`config.mk`:
```
export PLATFORM = sky130hd
export DESIGN_NAME = vemc_cfg_regs
export DESIGN_NICKNAME = d
export VERILOG_FILES = /design/src/vemc_README_none.v /design/src/vemc_cfg_regs.v /design/src/vemc_msg_writer.v
export VERILOG_INCLUDE_DIRS = /design/src
export SDC_FILE = /design/constraint.sdc
export NUM_CORES = 1
export LEC_CHECK = 0
export BUFFER_PORTS_ARGS = -buffer_cell sky130_fd_sc_hd__buf_2
export CAP_MARGIN = 25
export CORE_MARGIN = 2
export CORE_UTILIZATION = 40
export DETAILED_ROUTE_END_ITERATION = 10
export GPL_ROUTABILITY_DRIVEN = 0
export HOLD_SLACK_MARGIN = 0.1
export SLEW_MARGIN = 20
export SYNTH_ARGS = -nofsm -noshare
export SYNTH_HDL_FRONTEND = slang
export SYNTH_SLANG_ARGS = --single-unit
```
`constraint.sdc`:
```
create_clock -name clk -period 3.5 [get_ports clk]
set_input_delay 0.525 -clock clk [delete_from_list [all_inputs] [get_ports clk]]
set_output_delay 0.525 -clock clk [all_outputs]
set_load 0.05 [all_outputs]
```
`src/vemc_map.vh`:
```
// Purpose: register offsets, field positions and reset values of the block
// Assumes: byte addresses within configuration space, 32-bit registers
// Notes: definitions only
`ifndef VEMC_MAP_VH
`define VEMC_MAP_VH

// register byte offsets
`define VEMC_OFF_PRODUCT_DATA 8'hDC
`define VEMC_OFF_IND_INDEX 8'hE0
`define VEMC_OFF_IND_WINDOW 8'hE4
`define VEMC_OFF_MSG_CTRL 8'hF0
`define VEMC_OFF_MSG_ADDR_LO 8'hF4
`define VEMC_OFF_MSG_ADDR_HI 8'hF8
`define VEMC_OFF_MSG_PAYLOAD 8'hFC

// product data window
`define VEMC_PRODUCT_BASE 9'h040
`define VEMC_PRODUCT_RESET 32'h0000_0000

// indirect index fields
`define VEMC_IDX_W 12
`define VEMC_IDX_MSB 11
`define VEMC_IDX_RESET 12'h000

// capability header and control fields
`define VEMC_CAP_ID 8'h05
`define VEMC_CAP_NEXT 8'h00
`define VEMC_CTL_EN_BIT 16
`define VEMC_CTL_REQ_LSB 17
`define VEMC_CTL_REQ_MSB 19
`define VEMC_CTL_ALLOC_LSB 20
`define VEMC_CTL_ALLOC_MSB 22
`define VEMC_CTL_WIDE_BIT 23
`define VEMC_REQ_COUNT 3'h0
`define VEMC_ALLOC_RESET 3'h0
`define VEMC_WIDE_CAPABLE 1'h1

// message address and data
`define VEMC_ADDR_RESET 32'h0000_0000
`define VEMC_ADDR_LO_RESET 30'h0000_0000
`define VEMC_ADDR_LO_ALIGN 2'h0
`define VEMC_PAYLOAD_RESET 16'h0000
`define VEMC_ZERO32 32'h0000_0000

`endif

```
`src/vemc_README_none.v`:
```
`timescale 1ns/1ns
`default_nettype none
`default_nettype wire

```
`src/vemc_cfg_regs.v`:
```
// Purpose: product data window, indirect config access and message capability
// Assumes: one config access at a time, held only for the cfgReq cycle
// Notes: all state freezes while ce is low
// Notes on behaviour
// the data window holds the EEPROM word found at the VPD address plus 40h.
// byte 0 of the data window is the byte at the VPD address, higher bytes follow it.
// reads and writes of the data window move only the bytes whose enables are set.
// the index register keeps an 8-bit and a 4-bit index, zero after reset, rest read zero.
// each access to the indirect window goes to the internal register chosen by the index.
// the lowest byte of the capability header reads 05h.
// the next-link byte of the capability reads 00h, ending the chain.
// enable clear passes INTx pins through, enable set uses messages and ignores the pins.
// the requested message count is read-only and reads 000.
// software programs the allocated count with codes 000 to 101 only; it resets to 000.
// the VPD flag starts reads when written 0 and writes when written 1; the sequencer ends them. Here vpdOpFlag is an unused input.
// with messages on, an event becomes a memory write of the payload to the 64-bit address.
// bits 1:0 of the lower message address read as zero.
`timescale 1ns/1ns
`default_nettype none
`include "vemc_map.vh"
module vemc_cfg_regs (
    input wire clk,
    input wire rstn,
    input wire ce,
    input wire cfgReq,
    input wire cfgWr,
    input wire [7:0] cfgAddr,
    input wire [3:0] cfgByteEn,
    input wire [31:0] cfgWdata,
    output reg [31:0] cfgRdata,
    output reg cfgAck,
    input wire [5:0] vpdDwordAddr,
    input wire vpdOpFlag,
    output reg [8:0] eepromByteAddr,
    output wire [31:0] eepromWdata,
    input wire eepromRdDone,
    input wire [31:0] eepromRdata,
    output wire [11:0] extIdx,
    output reg extRdReq,
    output reg extWrReq,
    output reg [31:0] extWdata,
    output reg [3:0] extByteEn,
    input wire [31:0] extRdata,
    input wire extAck,
    input wire [3:0] intxPin,
    output reg [3:0] intxOut,
    input wire msgEvent,
    output wire msiEnable,
    output wire memWrValid,
    input wire memWrReady,
    output wire [63:0] memWrAddr,
    output wire [15:0] memWrData
);

localparam ST_IDLE = 1'b0;
localparam ST_EXT = 1'b1;

reg state_q;
reg [31:0] productData_q;
reg [`VEMC_IDX_MSB:0] index_q;
reg msgEnable_q;
reg [2:0] allocCount_q;
reg [31:2] addrLo_q;
reg [31:0] addrHi_q;
reg [15:0] payload_q;
reg [3:0] intxSync1_q;
reg [3:0] intxSync2_q;
reg [31:0] readVal;
reg extIsWr_q;
wire [31:0] addrLoMerged;
wire [31:0] ctrlWord;
wire [31:0] addrLoWord;
wire hostWr;
wire msgFire;

////////////////////////////////////////////////////////////////////////////////
// helpers

// replace only the enabled bytes of a word
function [31:0] mergeBytes;
    input [31:0] oldVal;
    input [31:0] newVal;
    input [3:0] be;
    integer i;
    begin
        mergeBytes = oldVal;
        for (i = 0; i < 4; i = i + 1) begin
            if (be[i]) begin
                mergeBytes[i*8 +: 8] = newVal[i*8 +: 8];
            end
        end
    end
endfunction

// keep only the enabled bytes of a word, others zero
function [31:0] maskBytes;
    input [31:0] val;
    input [3:0] be;
    begin
        maskBytes = mergeBytes(`VEMC_ZERO32, val, be);
    end
endfunction

// dword register hit
function hitReg;
    input [7:0] addr;
    input [7:0] offset;
    begin
        hitReg = (addr[7:2] == offset[7:2]);
    end
endfunction

////////////////////////////////////////////////////////////////////////////////
// assembled read words

// capability header, next link and control in one dword
assign ctrlWord = {8'h00,
                   `VEMC_WIDE_CAPABLE,
                   allocCount_q,
                   `VEMC_REQ_COUNT, // read-only count
                   msgEnable_q,
                   `VEMC_CAP_NEXT, // end of chain
                   `VEMC_CAP_ID}; // capability identifier

assign addrLoWord = {addrLo_q, `VEMC_ADDR_LO_ALIGN}; // dword aligned

// low address merged with a write, alignment bits dropped when stored
assign addrLoMerged = mergeBytes(addrLoWord, cfgWdata, cfgByteEn);

// outputs taken straight from registers
assign extIdx = index_q; // index drives the internal selection
assign eepromWdata = productData_q; // byte 0 is the byte at the VPD address
assign msiEnable = msgEnable_q;
assign hostWr = (state_q == ST_IDLE) && cfgReq && cfgWr;

// read multiplexer, unmapped offsets read zero
always @* begin
    readVal = `VEMC_ZERO32;
    if (hitReg(cfgAddr, `VEMC_OFF_PRODUCT_DATA)) begin
        readVal = maskBytes(productData_q, cfgByteEn); // enabled bytes only
    end else if (hitReg(cfgAddr, `VEMC_OFF_IND_INDEX)) begin
        readVal = {20'h0_0000, index_q}; // upper bits read zero
    end else if (hitReg(cfgAddr, `VEMC_OFF_MSG_CTRL)) begin
        readVal = ctrlWord;
    end else if (hitReg(cfgAddr, `VEMC_OFF_MSG_ADDR_LO)) begin
        readVal = addrLoWord;
    end else if (hitReg(cfgAddr, `VEMC_OFF_MSG_ADDR_HI)) begin
        readVal = addrHi_q;
    end else if (hitReg(cfgAddr, `VEMC_OFF_MSG_PAYLOAD)) begin
        readVal = {16'h0000, payload_q};
    end
end

////////////////////////////////////////////////////////////////////////////////
// access sequencer: local registers answer next cycle, window waits for extAck
always @(posedge clk or negedge rstn) begin
    if (!rstn) begin
        state_q <= ST_IDLE;
        cfgAck <= 1'b0;
        cfgRdata <= `VEMC_ZERO32;
        extRdReq <= 1'b0;
        extWrReq <= 1'b0;
        extWdata <= `VEMC_ZERO32;
        extByteEn <= 4'h0;
        extIsWr_q <= 1'b0;
    end else if (ce) begin
        cfgAck <= 1'b0;
        extRdReq <= 1'b0;
        extWrReq <= 1'b0;
        case (state_q)
            ST_IDLE: begin
                if (cfgReq && hitReg(cfgAddr, `VEMC_OFF_IND_WINDOW)) begin
                    // forward the access to the indexed register
                    extRdReq <= !cfgWr;
                    extWrReq <= cfgWr;
                    extWdata <= cfgWdata;
                    extByteEn <= cfgByteEn;
                    extIsWr_q <= cfgWr; // request pulse is gone by the answer
                    state_q <= ST_EXT;
                end else if (cfgReq) begin
                    // local register, answered next cycle
                    cfgAck <= 1'b1;
                    cfgRdata <= cfgWr ? `VEMC_ZERO32 : readVal;
                end
            end
            ST_EXT: begin
                // window answer one cycle after extAck, writes read zero
                if (extAck) begin
                    cfgAck <= 1'b1;
                    cfgRdata <= extIsWr_q ? `VEMC_ZERO32 : extRdata;
                    state_q <= ST_IDLE;
                end
            end
            default: begin
                state_q <= ST_IDLE;
            end
        endcase
    end
end

////////////////////////////////////////////////////////////////////////////////
// product data window and EEPROM address
always @(posedge clk or negedge rstn) begin
    if (!rstn) begin
        productData_q <= `VEMC_PRODUCT_RESET;
        eepromByteAddr <= `VEMC_PRODUCT_BASE;
    end else if (ce) begin
        // EEPROM word sits 40h above the VPD address
        eepromByteAddr <= {1'b0, vpdDwordAddr, 2'b00} + `VEMC_PRODUCT_BASE;
        if (eepromRdDone) begin
            // finished read loads the data window; no VPD flag is kept here
            productData_q <= eepromRdata;
        end else if (hostWr && hitReg(cfgAddr, `VEMC_OFF_PRODUCT_DATA)) begin
            productData_q <= mergeBytes(productData_q, cfgWdata, cfgByteEn);
        end
    end
end

////////////////////////////////////////////////////////////////////////////////
// indirect index register
always @(posedge clk or negedge rstn) begin
    if (!rstn) begin
        index_q <= `VEMC_IDX_RESET;
    end else if (ce) begin
        if (hostWr && hitReg(cfgAddr, `VEMC_OFF_IND_INDEX)) begin
            if (cfgByteEn[0]) begin
                index_q[7:0] <= cfgWdata[7:0]; // register number
            end
            if (cfgByteEn[1]) begin
                index_q[11:8] <= cfgWdata[11:8]; // extended number
            end
        end
    end
end

////////////////////////////////////////////////////////////////////////////////
// message capability registers
always @(posedge clk or negedge rstn) begin
    if (!rstn) begin
        msgEnable_q <= 1'b0;
        allocCount_q <= `VEMC_ALLOC_RESET;
        addrLo_q <= `VEMC_ADDR_LO_RESET;
        addrHi_q <= `VEMC_ADDR_RESET;
        payload_q <= `VEMC_PAYLOAD_RESET;
    end else if (ce) begin
        // enable and allocated count share byte lane 2
        if (hostWr && hitReg(cfgAddr, `VEMC_OFF_MSG_CTRL) && cfgByteEn[2]) begin
            msgEnable_q <= cfgWdata[`VEMC_CTL_EN_BIT];
            allocCount_q <= cfgWdata[`VEMC_CTL_ALLOC_MSB:`VEMC_CTL_ALLOC_LSB];
        end
        if (hostWr && hitReg(cfgAddr, `VEMC_OFF_MSG_ADDR_LO)) begin
            addrLo_q <= addrLoMerged[31:2];
        end
        if (hostWr && hitReg(cfgAddr, `VEMC_OFF_MSG_ADDR_HI)) begin
            addrHi_q <= mergeBytes(addrHi_q, cfgWdata, cfgByteEn);
        end
        // payload keeps the low half, upper half reads zero
        if (hostWr && hitReg(cfgAddr, `VEMC_OFF_MSG_PAYLOAD)) begin
            if (cfgByteEn[0]) begin
                payload_q[7:0] <= cfgWdata[7:0];
            end
            if (cfgByteEn[1]) begin
                payload_q[15:8] <= cfgWdata[15:8];
            end
        end
    end
end

////////////////////////////////////////////////////////////////////////////////
// legacy pin path, synchronised then gated by the enable
always @(posedge clk or negedge rstn) begin
    if (!rstn) begin
        intxSync1_q <= 4'h0;
        intxSync2_q <= 4'h0;
        intxOut <= 4'h0;
    end else if (ce) begin
        // two flops before any logic reads the pins
        intxSync1_q <= intxPin;
        intxSync2_q <= intxSync1_q;
        intxOut <= msgEnable_q ? 4'h0 : intxSync2_q; // pins ignored in message mode
    end
end

// message events only while messages are enabled
assign msgFire = msgEnable_q && msgEvent;

////////////////////////////////////////////////////////////////////////////////
// message write issuer
vemc_msg_writer vemc_msg_writer_i (
    .clk(clk),
    .rstn(rstn),
    .ce(ce),
    .fire(msgFire),
    .addrIn({addrHi_q, addrLoWord}),
    .dataIn(payload_q),
    .memWrValid(memWrValid),
    .memWrReady(memWrReady),
    .memWrAddr(memWrAddr),
    .memWrData(memWrData)
);

endmodule
`default_nettype wire

```
`src/vemc_msg_writer.v`:
```
// Purpose: issues one memory write per interrupt message event, except events lost to an already pending one
// Assumes: fire is a one-cycle pulse on clk, ready may stall any time
// Notes: one event is remembered while a write is outstanding
`timescale 1ns/1ns
`default_nettype none
`include "vemc_map.vh"
module vemc_msg_writer (
    input wire clk,
    input wire rstn,
    input wire ce,
    input wire fire,
    input wire [63:0] addrIn,
    input wire [15:0] dataIn,
    output reg memWrValid,
    input wire memWrReady,
    output reg [63:0] memWrAddr,
    output reg [15:0] memWrData
);

localparam ST_IDLE = 1'b0;
localparam ST_SEND = 1'b1;

reg state_q;
reg pend_q;

////////////////////////////////////////////////////////////////////////////////
// pending event and write launch
always @(posedge clk or negedge rstn) begin
    if (!rstn) begin
        state_q <= ST_IDLE;
        pend_q <= 1'b0;
        memWrValid <= 1'b0;
        memWrAddr <= {`VEMC_ADDR_RESET, `VEMC_ADDR_RESET};
        memWrData <= `VEMC_PAYLOAD_RESET;
    end else if (ce) begin
        case (state_q)
            ST_IDLE: begin
                if (pend_q || fire) begin
                    // payload written to the 64-bit target
                    memWrValid <= 1'b1;
                    memWrAddr <= addrIn;
                    memWrData <= dataIn;
                    state_q <= ST_SEND;
                    pend_q <= 1'b0;
                end
            end
            ST_SEND: begin
                if (fire) begin
                    pend_q <= 1'b1; // event during a write is remembered; one arriving in a pend_q launch cycle is lost
                end
                if (memWrReady) begin
                    memWrValid <= 1'b0;
                    state_q <= ST_IDLE;
                end
            end
            default: begin
                state_q <= ST_IDLE;
                memWrValid <= 1'b0;
            end
        endcase
    end
end

endmodule
`default_nettype wire

```
Word level (Yosys, flattened, before mapping)
Cells that the tools add are included.
{"block": "word_totals", "register_bits": 301, "latch_bits": 0, "romBits": 0, "ramBits": 0, "out_inout_bits": 210, "n_memories": 0}
{"block": "op_classes", "bitwise": 2, "n_shift": 0, "eq_ne": 13, "muxes": 43, "multipliers": 0, "n_reduce_logical": 40, "n_lt_le_gt_ge": 0, "addsub": 1, "div_mod_pow": 0}
{"cell": "$mux 32", "count": 12}
{"cell": "$mux 8", "count": 8}
{"cell": "$pmux 32 s2", "count": 1}
{"cell": "$reduce_and 3->1", "count": 20}
{"cell": "$eq 6x6->1 const B", "count": 7}
{"cell": "$mux 16", "count": 1}
{"cell": "$mux 1", "count": 15}
{"cell": "$logic_and 1x1->1", "count": 11}
{"cell": "$pmux 1 s2", "count": 5}
{"cell": "$reduce_bool 2->1", "count": 5}
{"cell": "$add 8x7->9 const B", "count": 1}
{"cell": "$ne 2x2->1 const B", "count": 4}
{"cell": "$mux 4", "count": 1}
{"cell": "$ne 2x1->1 const B", "count": 2}
{"cell": "$reduce_and 4->1", "count": 1}
{"cell": "$not 1->1", "count": 2}
{"cell": "$reduce_and 2->1", "count": 1}
{"cell": "$logic_not 1->1", "count": 1}
{"cell": "$logic_or 1x1->1", "count": 1}

Depth between registers and ports, before layout
Gate-level depths: netlist of the first run.
{"block": "logic_depth", "ltp_word": 11, "ltp_mapped": 8}

Modules after synthesis
From an unflattened synthesis of the first run, not the netlist that was laid out.
{"block": "unflattened", "cells_unflattened": 1020, "hier_area_um2": 13223.9}
{"mod": "vemc_cfg_regs", "area_per_inst_um2": 10092.2, "instances": 1, "cells_each": 840}
{"mod": "vemc_msg_writer", "area_per_inst_um2": 3131.8, "instances": 1, "cells_each": 180}

Least setup slack after synthesis of the first run
No wires, ideal clock.
{"block": "synth_path", "path_kind": "input port to flip-flop", "start": "input eepromRdDone", "end": "register productData_q[6], in the netlist eepromWdata[6]", "n_path_buf": 2, "setup_slack_ps": 1601, "required_time_ps": 3372, "arrival_ps": 1771, "path_stages": 4, "cell_sequence": "clkbuf_1 > clkbuf_1 > mux2_2 > mux2_1"}
{"block": "synth_via", "elab_chain_len": 2, "word_cells_on_any_way": 4}
{"element": "from (decl)", "line_no": "vemc_cfg_regs.v:36", "source": "input wire eepromRdDone,"}
{"element": "$reduce_bool 2->1 (no source line)"}
{"element": "$reduce_and 3->1 (no source line)"}
{"element": "to (signal assigned)", "line_no": "vemc_cfg_regs.v:205", "source": "productData_q <= `VEMC_PRODUCT_RESET;"}
{"element": "to (signal assigned)", "line_no": "vemc_cfg_regs.v:212", "source": "productData_q <= eepromRdata;"}
{"element": "to (signal assigned)", "line_no": "vemc_cfg_regs.v:214", "source": "productData_q <= mergeBytes(productData_q, cfgWdata, cfgByteEn);"}
{"element": "to (decl)", "line_no": "vemc_cfg_regs.v:59", "source": "reg [31:0] productData_q;"}
Parallel ways exist; a longest one is shown, timed or not.
A chain may end at the register's enable or synchronous reset.

Final worst setup path of the first run
{"block": "layout_path", "start": "input cfgAddr[3]", "end": "register cfgRdata[22]"}
{"block": "layout_via", "elab_chain_len": 10, "word_cells_on_any_way": 18}
{"element": "from (decl)", "line_no": "vemc_cfg_regs.v:27", "source": "input wire [7:0] cfgAddr,"}
{"element": "$eq 6x6->1", "line_no": "vemc_cfg_regs.v:109", "source": "hitReg = (addr[7:2] == offset[7:2]);"}
{"element": "$mux 32", "line_no": "vemc_cfg_regs.v:147", "source": "end else if (hitReg(cfgAddr, `VEMC_OFF_MSG_ADDR_HI)) begin"}
{"element": "$mux 32", "line_no": "vemc_cfg_regs.v:145", "source": "end else if (hitReg(cfgAddr, `VEMC_OFF_MSG_ADDR_LO)) begin"}
{"element": "$mux 32", "line_no": "vemc_cfg_regs.v:143", "source": "end else if (hitReg(cfgAddr, `VEMC_OFF_MSG_CTRL)) begin"}
{"element": "$mux 32", "line_no": "vemc_cfg_regs.v:141", "source": "end else if (hitReg(cfgAddr, `VEMC_OFF_IND_INDEX)) begin"}
{"element": "$mux 32", "line_no": "vemc_cfg_regs.v:139", "source": "if (hitReg(cfgAddr, `VEMC_OFF_PRODUCT_DATA)) begin"}
{"element": "$mux 32", "line_no": "vemc_cfg_regs.v:183", "source": "cfgRdata <= cfgWr ? `VEMC_ZERO32 : readVal;"}
{"element": "$mux 32", "line_no": "vemc_cfg_regs.v:180", "source": "end else if (cfgReq) begin"}
{"element": "$mux 32", "line_no": "vemc_cfg_regs.v:172", "source": "if (cfgReq && hitReg(cfgAddr, `VEMC_OFF_IND_WINDOW)) begin"}
{"element": "$pmux 32 s2", "line_no": "vemc_cfg_regs.v:170", "source": "case (state_q)"}
{"element": "to (signal assigned)", "line_no": "vemc_cfg_regs.v:160", "source": "cfgRdata <= `VEMC_ZERO32;"}
{"element": "to (signal assigned)", "line_no": "vemc_cfg_regs.v:183"}
{"element": "to (signal assigned)", "line_no": "vemc_cfg_regs.v:190", "source": "cfgRdata <= extIsWr_q ? `VEMC_ZERO32 : extRdata;"}
{"element": "to (decl)", "line_no": "vemc_cfg_regs.v:30", "source": "output reg [31:0] cfgRdata,"}
Parallel ways exist; a longest one is shown, timed or not. The select of a mux whose other input is x is not followed.

==> results.txt, run 1 <==
Peak VDD IR: 0.351 mV
Distinct cells, synth: 65
First-pass GRT wire length: 61.4 mm
Most frequent cells in the layout: buf_2 (329), dfrtp_1 (298), mux2_2 (218), clkbuf_16 (37), and3_1 (36)
Number of enable flip-flop cells after synthesis: 0
CTS tree: built
Die area: 34500 um2
Post-synthesis average cell area: 13.3 um2
PwrDens: 528 nW/um2
Initial core utilization: 40.6%
Leakage: 8.56 nW
Post-Syn Area: 13200 um2
DRT antenna net count: 0
Root Driver: clkbuf_16
Ys flop type: dfrtp_1
H-tree Lvls: 2
Max FO, Critical Path: 19
Crit Path Category: in2reg
Slew Limit Fails: 0
CP endpoint kind: flip-flop
Setup_tns: 0 ps
RSZ-0062 raised after global routing: no
Clock skew: 21.4 ps
Final setup fails: 0
Async set-reset flop share out of synthesis: 100%
Post-route minimum period: 2260 ps
Clock Path Buffers: 3
CP bufs+invs: 2
TritonCTS buffer count: 34
Worst skew pair latency: 500 ps
Die Y: 186 um
Rows: 66
Drt pass-1 iters: 5
DRT Wirelength: 40.1 mm
CP arrival: 2630 ps
Via count: 9812
Clock transition at path regs: 60 ps
Hold Fails Final Rpt: 0
Starting DRC count in detailed routing: 565
Vias in the first global route: 10.2k
Clk sinks: 299
Synth Register Bits: 299
HPWL Detailed: 28.2 mm
Status: finished, final reports clean
Antenna violations before repair: 8
Startpoint Class: primary input
Max cap viols: 0
Type of the tightest min-delay check: in2reg
Commonest non-fill, non-tap cell in the layout: buf_2
Worst Max-Slew Pin Slew: 894 ps
Gr ovfl total: 0
Period utilization: 64.7%
Die width: 186 um
Port Buffers: 330
WL/cell: 22.4 um
CP peak stage delay: 820 ps
Vias per Instance: 5.48
Max Freq: 442 MHz
Total Power: 0.00874 W
Placeable Area: 32500 um2
Drt drc: 0
Total Routing Usage GR: 23.2%
Top-level port count: 338
Layout cells sized above 1: 49.4%
Worst relative slew slack: 40.3%
Largest net degree at the start of global routing: 75
Area Growth Syn to Fin: 25.3%
FILL cells: 2972
Worst-path cell chain: buf_2, nand4b_2, o311a_2, buf_4, mux2i_1, a21oi_1
Hold slack: 200 ps
Postcts setup bufs: 0
CP max-delay cell: o311a_2
Post-Syn Instances: 997
Critical Path RT: 3870 ps
Nets: 1451
Ys Warns: 0
Sequential-to-total area share from yosys stat: 56.6%
Crit-path leading delay family: compound AO/OA/AOI/OAI gates
## what timing repair did
| action | 4_1_cts | 5_1_grt |
|---|---|---|
| resized for setup | 0 | 0 |
| hold buffers | 1 | 0 |
| hold endpoints to repair | 65 | 0 |
| setup endpoints to repair | 0 | 0 |
## state kept, by name, indices dropped and copies added, names as in the netlist, 3 cells and up
name                         cells
vemc_msg_writer_i.memWrAddr     62
eepromWdata                     32
extWdata                        32
addrHi_q                        32
intxOut                          4
cfgRdata                        32
intxSync2_q                      4
payload_q                       16
intxSync1_q                      4
extIdx                          12
vemc_msg_writer_i.memWrData     16
allocCount_q                     3
addrLo_q                        30
eepromByteAddr                   7
extByteEn                        4
## logic make-up (layout without fill, tap and decap cells)
kind of cell | after synthesis | count (layout) | synth area share [%]
AOI/OAI and AO/OA | 191 | 191 | 10.6
other | 1 | 8 | 0.0284
and+or+nand+nor | 158 | 158 | 7.38
muxes | 249 | 249 | 21.5
adders and majority gates | 1 | 1 | 0.0946
DFF | 299 | 299 | 56.6
buffers and inverters | 98 | 442 | 3.73
## worst paths after layout
path                                                    from                            to  slack, ps  cells after the start
worst min-delay path                         vpdDwordAddr[4]             eepromByteAddr[6]        200                      2
worst max register to register                       state_q                  cfgRdata[11]       1310                      5
worst max-delay path                              cfgAddr[3]                  cfgRdata[22]       1240                      6
max in group asynchronous                               rstn                  payload_q[9]       2100                      3
min in group asynchronous                               rstn             eepromByteAddr[7]        610                      2
worst min register to register  vemc_msg_writer_i.memWrValid  vemc_msg_writer_i.memWrValid        480                      1
## metrics by stage
| stage | utilization [%] | std cells | cell area (um2) | worst slack [ps] |
|---|---|---|---|---|
| 6_report | 50.9 | 1790 | 16600 | 1240 |
| 5_1_grt | 50.9 | 1787 | 16600 | 1070 |
| 4_1_cts | 50.9 | 1786 | 16600 | 1250 |
| 3_5_place_dp | 47.3 | 1727 | 15400 | 707 |
| 3_3_place_gp | 47.3 | 1727 | 15400 | 766 |
| 2_1_floorplan | - | 1000 | 13200 | 1600 |
## report_power, final
group | switching, W | leakage (nW) | internal [W]
registers | 0.000132 | 4.01 | 0.00364
logic | 0.000922 | 3.98 | 0.000363
clock network | 0.00137 | 0.576 | 0.00231
## Yosys cell counts (2+ instances only)
master	instances	area, um2
nand2_2	2	12.5
mux2_2	218	2450
nor2_1	6	22.5
inv_1	20	75.1
clkbuf_1	24	90.1
nand4_4	2	42.5
a221o_1	20	200
dfrtp_1	298	7460
o22ai_1	22	138
buf_6	7	78.8
buf_4	9	67.6
mux2_1	13	146
nand3b_1	3	22.5
buf_1	6	22.5
a31oi_1	4	25.0
a222oi_1	8	80.1
a21oi_1	22	110
o221ai_1	3	26.3
nand3_2	2	20.0
o21ai_0	34	170
and4b_1	3	30.0
a32oi_1	3	26.3
and3_1	36	225
nor4b_1	9	78.8
nand2_1	34	128
o211ai_1	12	90.1
a21o_1	6	45.0
nor2b_1	6	37.5
nand3_1	23	115
a32o_1	9	90.1
a22o_1	19	166
mux2i_1	5	50.1
a221oi_1	6	52.6
and4_1	3	26.3
mux2_4	13	195
nand4_1	2	12.5
and2_1	9	56.3
and2_4	2	17.5
buf_2	31	155
nand2b_1	7	43.8
a211oi_1	12	90.1
## layer usage
metal	global-route usage, %	part of all wire (%)	up-vias
li1	-	-	4391
met1	31.5	43	4949
met3	5.13	6.7	87
met5	0	0.14	-
met2	37.4	47	375
met4	6.71	2.3	10
## area by class of cell
class	count	area [um2]	area share, %
tap	442	553	3.34
multi-input combinational	603	5300	32.0
antenna	4	10.0	0.0604
clock inverter	9	145	0.876
timing repair buffer	363	1970	11.9
sequential	299	7480	45.2
clock buffer	49	1020	6.16
inverter	21	78.8	0.476
Note: power is estimated with default switching activity, not from simulation.
==> run 2, diff against run 1 <==
==> constraint.sdc (replaced) <==
create_clock -name clk -period 2.3 [get_ports clk]
set_input_delay 0.345 -clock clk [delete_from_list [all_inputs] [get_ports clk]]
set_output_delay 0.345 -clock clk [all_outputs]
set_load 0.05 [all_outputs]
==> results.txt, run 2 (synthesis gave the netlist of run 1 again) <==
Status: finished, final reports clean
DRT Wirelength: 40.7 mm
Root Driver: clkbuf_16
First-pass GRT wire length: 61.4 mm
Initial core utilization: 40.6%
Type of the tightest min-delay check: in2reg
Postcts setup bufs: 0
Largest Register: vemc_msg_writer_i.memWrAddr
Final worst slack: 207 ps
Gr ovfl total: 0
Die width: 186 um
Clock skew: 11.9 ps
Most frequent cells in the layout: buf_2 (329), dfrtp_1 (298), mux2_2 (218), clkbuf_16 (37)
Drt drc: 0
Total Routing Usage GR: 23.5%
Layout cells sized above 1: 49.2%
Max FO, Critical Path: 21
Post-route minimum period: 2090 ps
TritonCTS buffer count: 35
Top-level port count: 338
Leakage: 8.69 nW
Worst Max-Slew Pin Slew: 953 ps
Via count: 9975
Clock transition at path regs: 60 ps
PwrDens: 775 nW/um2
Die Y: 186 um
Area Growth Syn to Fin: 27.7%
HPWL Detailed: 28.3 mm
H-tree Lvls: 2
Startpoint Class: flip-flop
Final Util: 51.9%
Placeable Area: 32500 um2
Vias in the first global route: 10.2k
Setup_tns: 0 ps
Critical Path RT: 2660 ps
Max Freq: 478 MHz
Vias per Instance: 5.45
Slew Limit Fails: 0
Hold Fails Final Rpt: 0
Nets: 1488
Clk sinks: 299
DRT antenna net count: 0
Largest net degree at the start of global routing: 68
RSZ-0062 raised after global routing: no
Pre-CTS WS: -62.2 ps
Worst skew pair latency: 510 ps
Hold slack: 115 ps
Worst relative slew slack: 36.5%
Drt pass-1 iters: 5
Port Buffers: 330
Starting DRC count in detailed routing: 529
Antenna violations before repair: 9
CTS tree: built
CP endpoint kind: flip-flop
Rows: 66
Clock Path Buffers: 3
Total Power: 0.0131 W
Final setup fails: 0
Commonest non-fill, non-tap cell in the layout: buf_2
Post-CTS sizing: 0
Peak VDD IR: 0.505 mV
CP arrival: 2460 ps
Max cap viols: 0
Crit Path Category: reg2reg
Max reg flops: 62
Period utilization: 91.0%
Die area: 34500 um2
WL/cell: 22.2 um
==> run 2: cell count changes in the layout (fill, tap and decap cells not counted), sizes merged <==
cell,delta
buf,+13
bufinv,-3
clkbuf,-4
clkinv,+3
clkinvlp,+5
diode,+2
dlygate4sd3,+23
==> run 2: power by group <==
part / switching (W) / total (W) / internal, W
logic: 0.00141 / 0.00199 / 0.000585
clock network: 0.00220 / 0.00534 / 0.00314
registers: 0.000205 / 0.00575 / 0.00554
==> run 2: layer usage <==
layer	wire (um)	share of wire [%]	track usage (%)	up-vias
met5	39	0.096	0	-
met4	1110	2.7	7.50	8
met3	2700	6.6	4.77	75
met2	18800	46	37.3	381
met1	18000	44	32.4	5056
li1	-	-	-	4455
==> run 2: through the flow <==
stage	area [um2]	cells
detailed placement	15500	1740
global route	16900	1826
CTS	16900	1823
global placement	15500	1740
floorplan	13200	1000
finish	16900	1829
==> run 2: path summary, 6_finish.rpt <==
check | from | end | slack, ps | depth (start not counted)
setup / recovery | state_q | cfgRdata[2] | 210 | 5
hold / removal | eepromRdata[22] | eepromWdata[22] | 120 | 3
setup reg to reg | state_q | cfgRdata[2] | 210 | 5
hold reg to reg | cfgRdata[6] | cfgRdata[6] | 480 | 2
max in group asynchronous | rstn | extByteEn[1] | 1170 | 3
min in group asynchronous | rstn | eepromByteAddr[7] | 360 | 2
==> run 2: cell type report <==
type | count | area (um2)
clock inverter | 14 | 111
inverter | 21 | 78.8
sequential | 299 | 7480
timing repair buffer | 399 | 2350
clock buffer | 45 | 986
fill | 2943 | 15700
multi-input combinational | 603 | 5300
tap | 442 | 553
antenna | 6 | 15.0
==> run 2: timing repair <==
item | 4_1_cts | 5_1_grt
setup endpoints to repair | 0 | 0
hold buffers | 24 | 0
hold endpoints to repair | 71 | 0
==> run 2: worst max-delay path, stage by stage (launching register included) <==
cell	delay, ps
dfrtp_1	450
mux2_2	300
o311a_2	490
buf_4	400
mux2i_1	230
o31ai_1	90
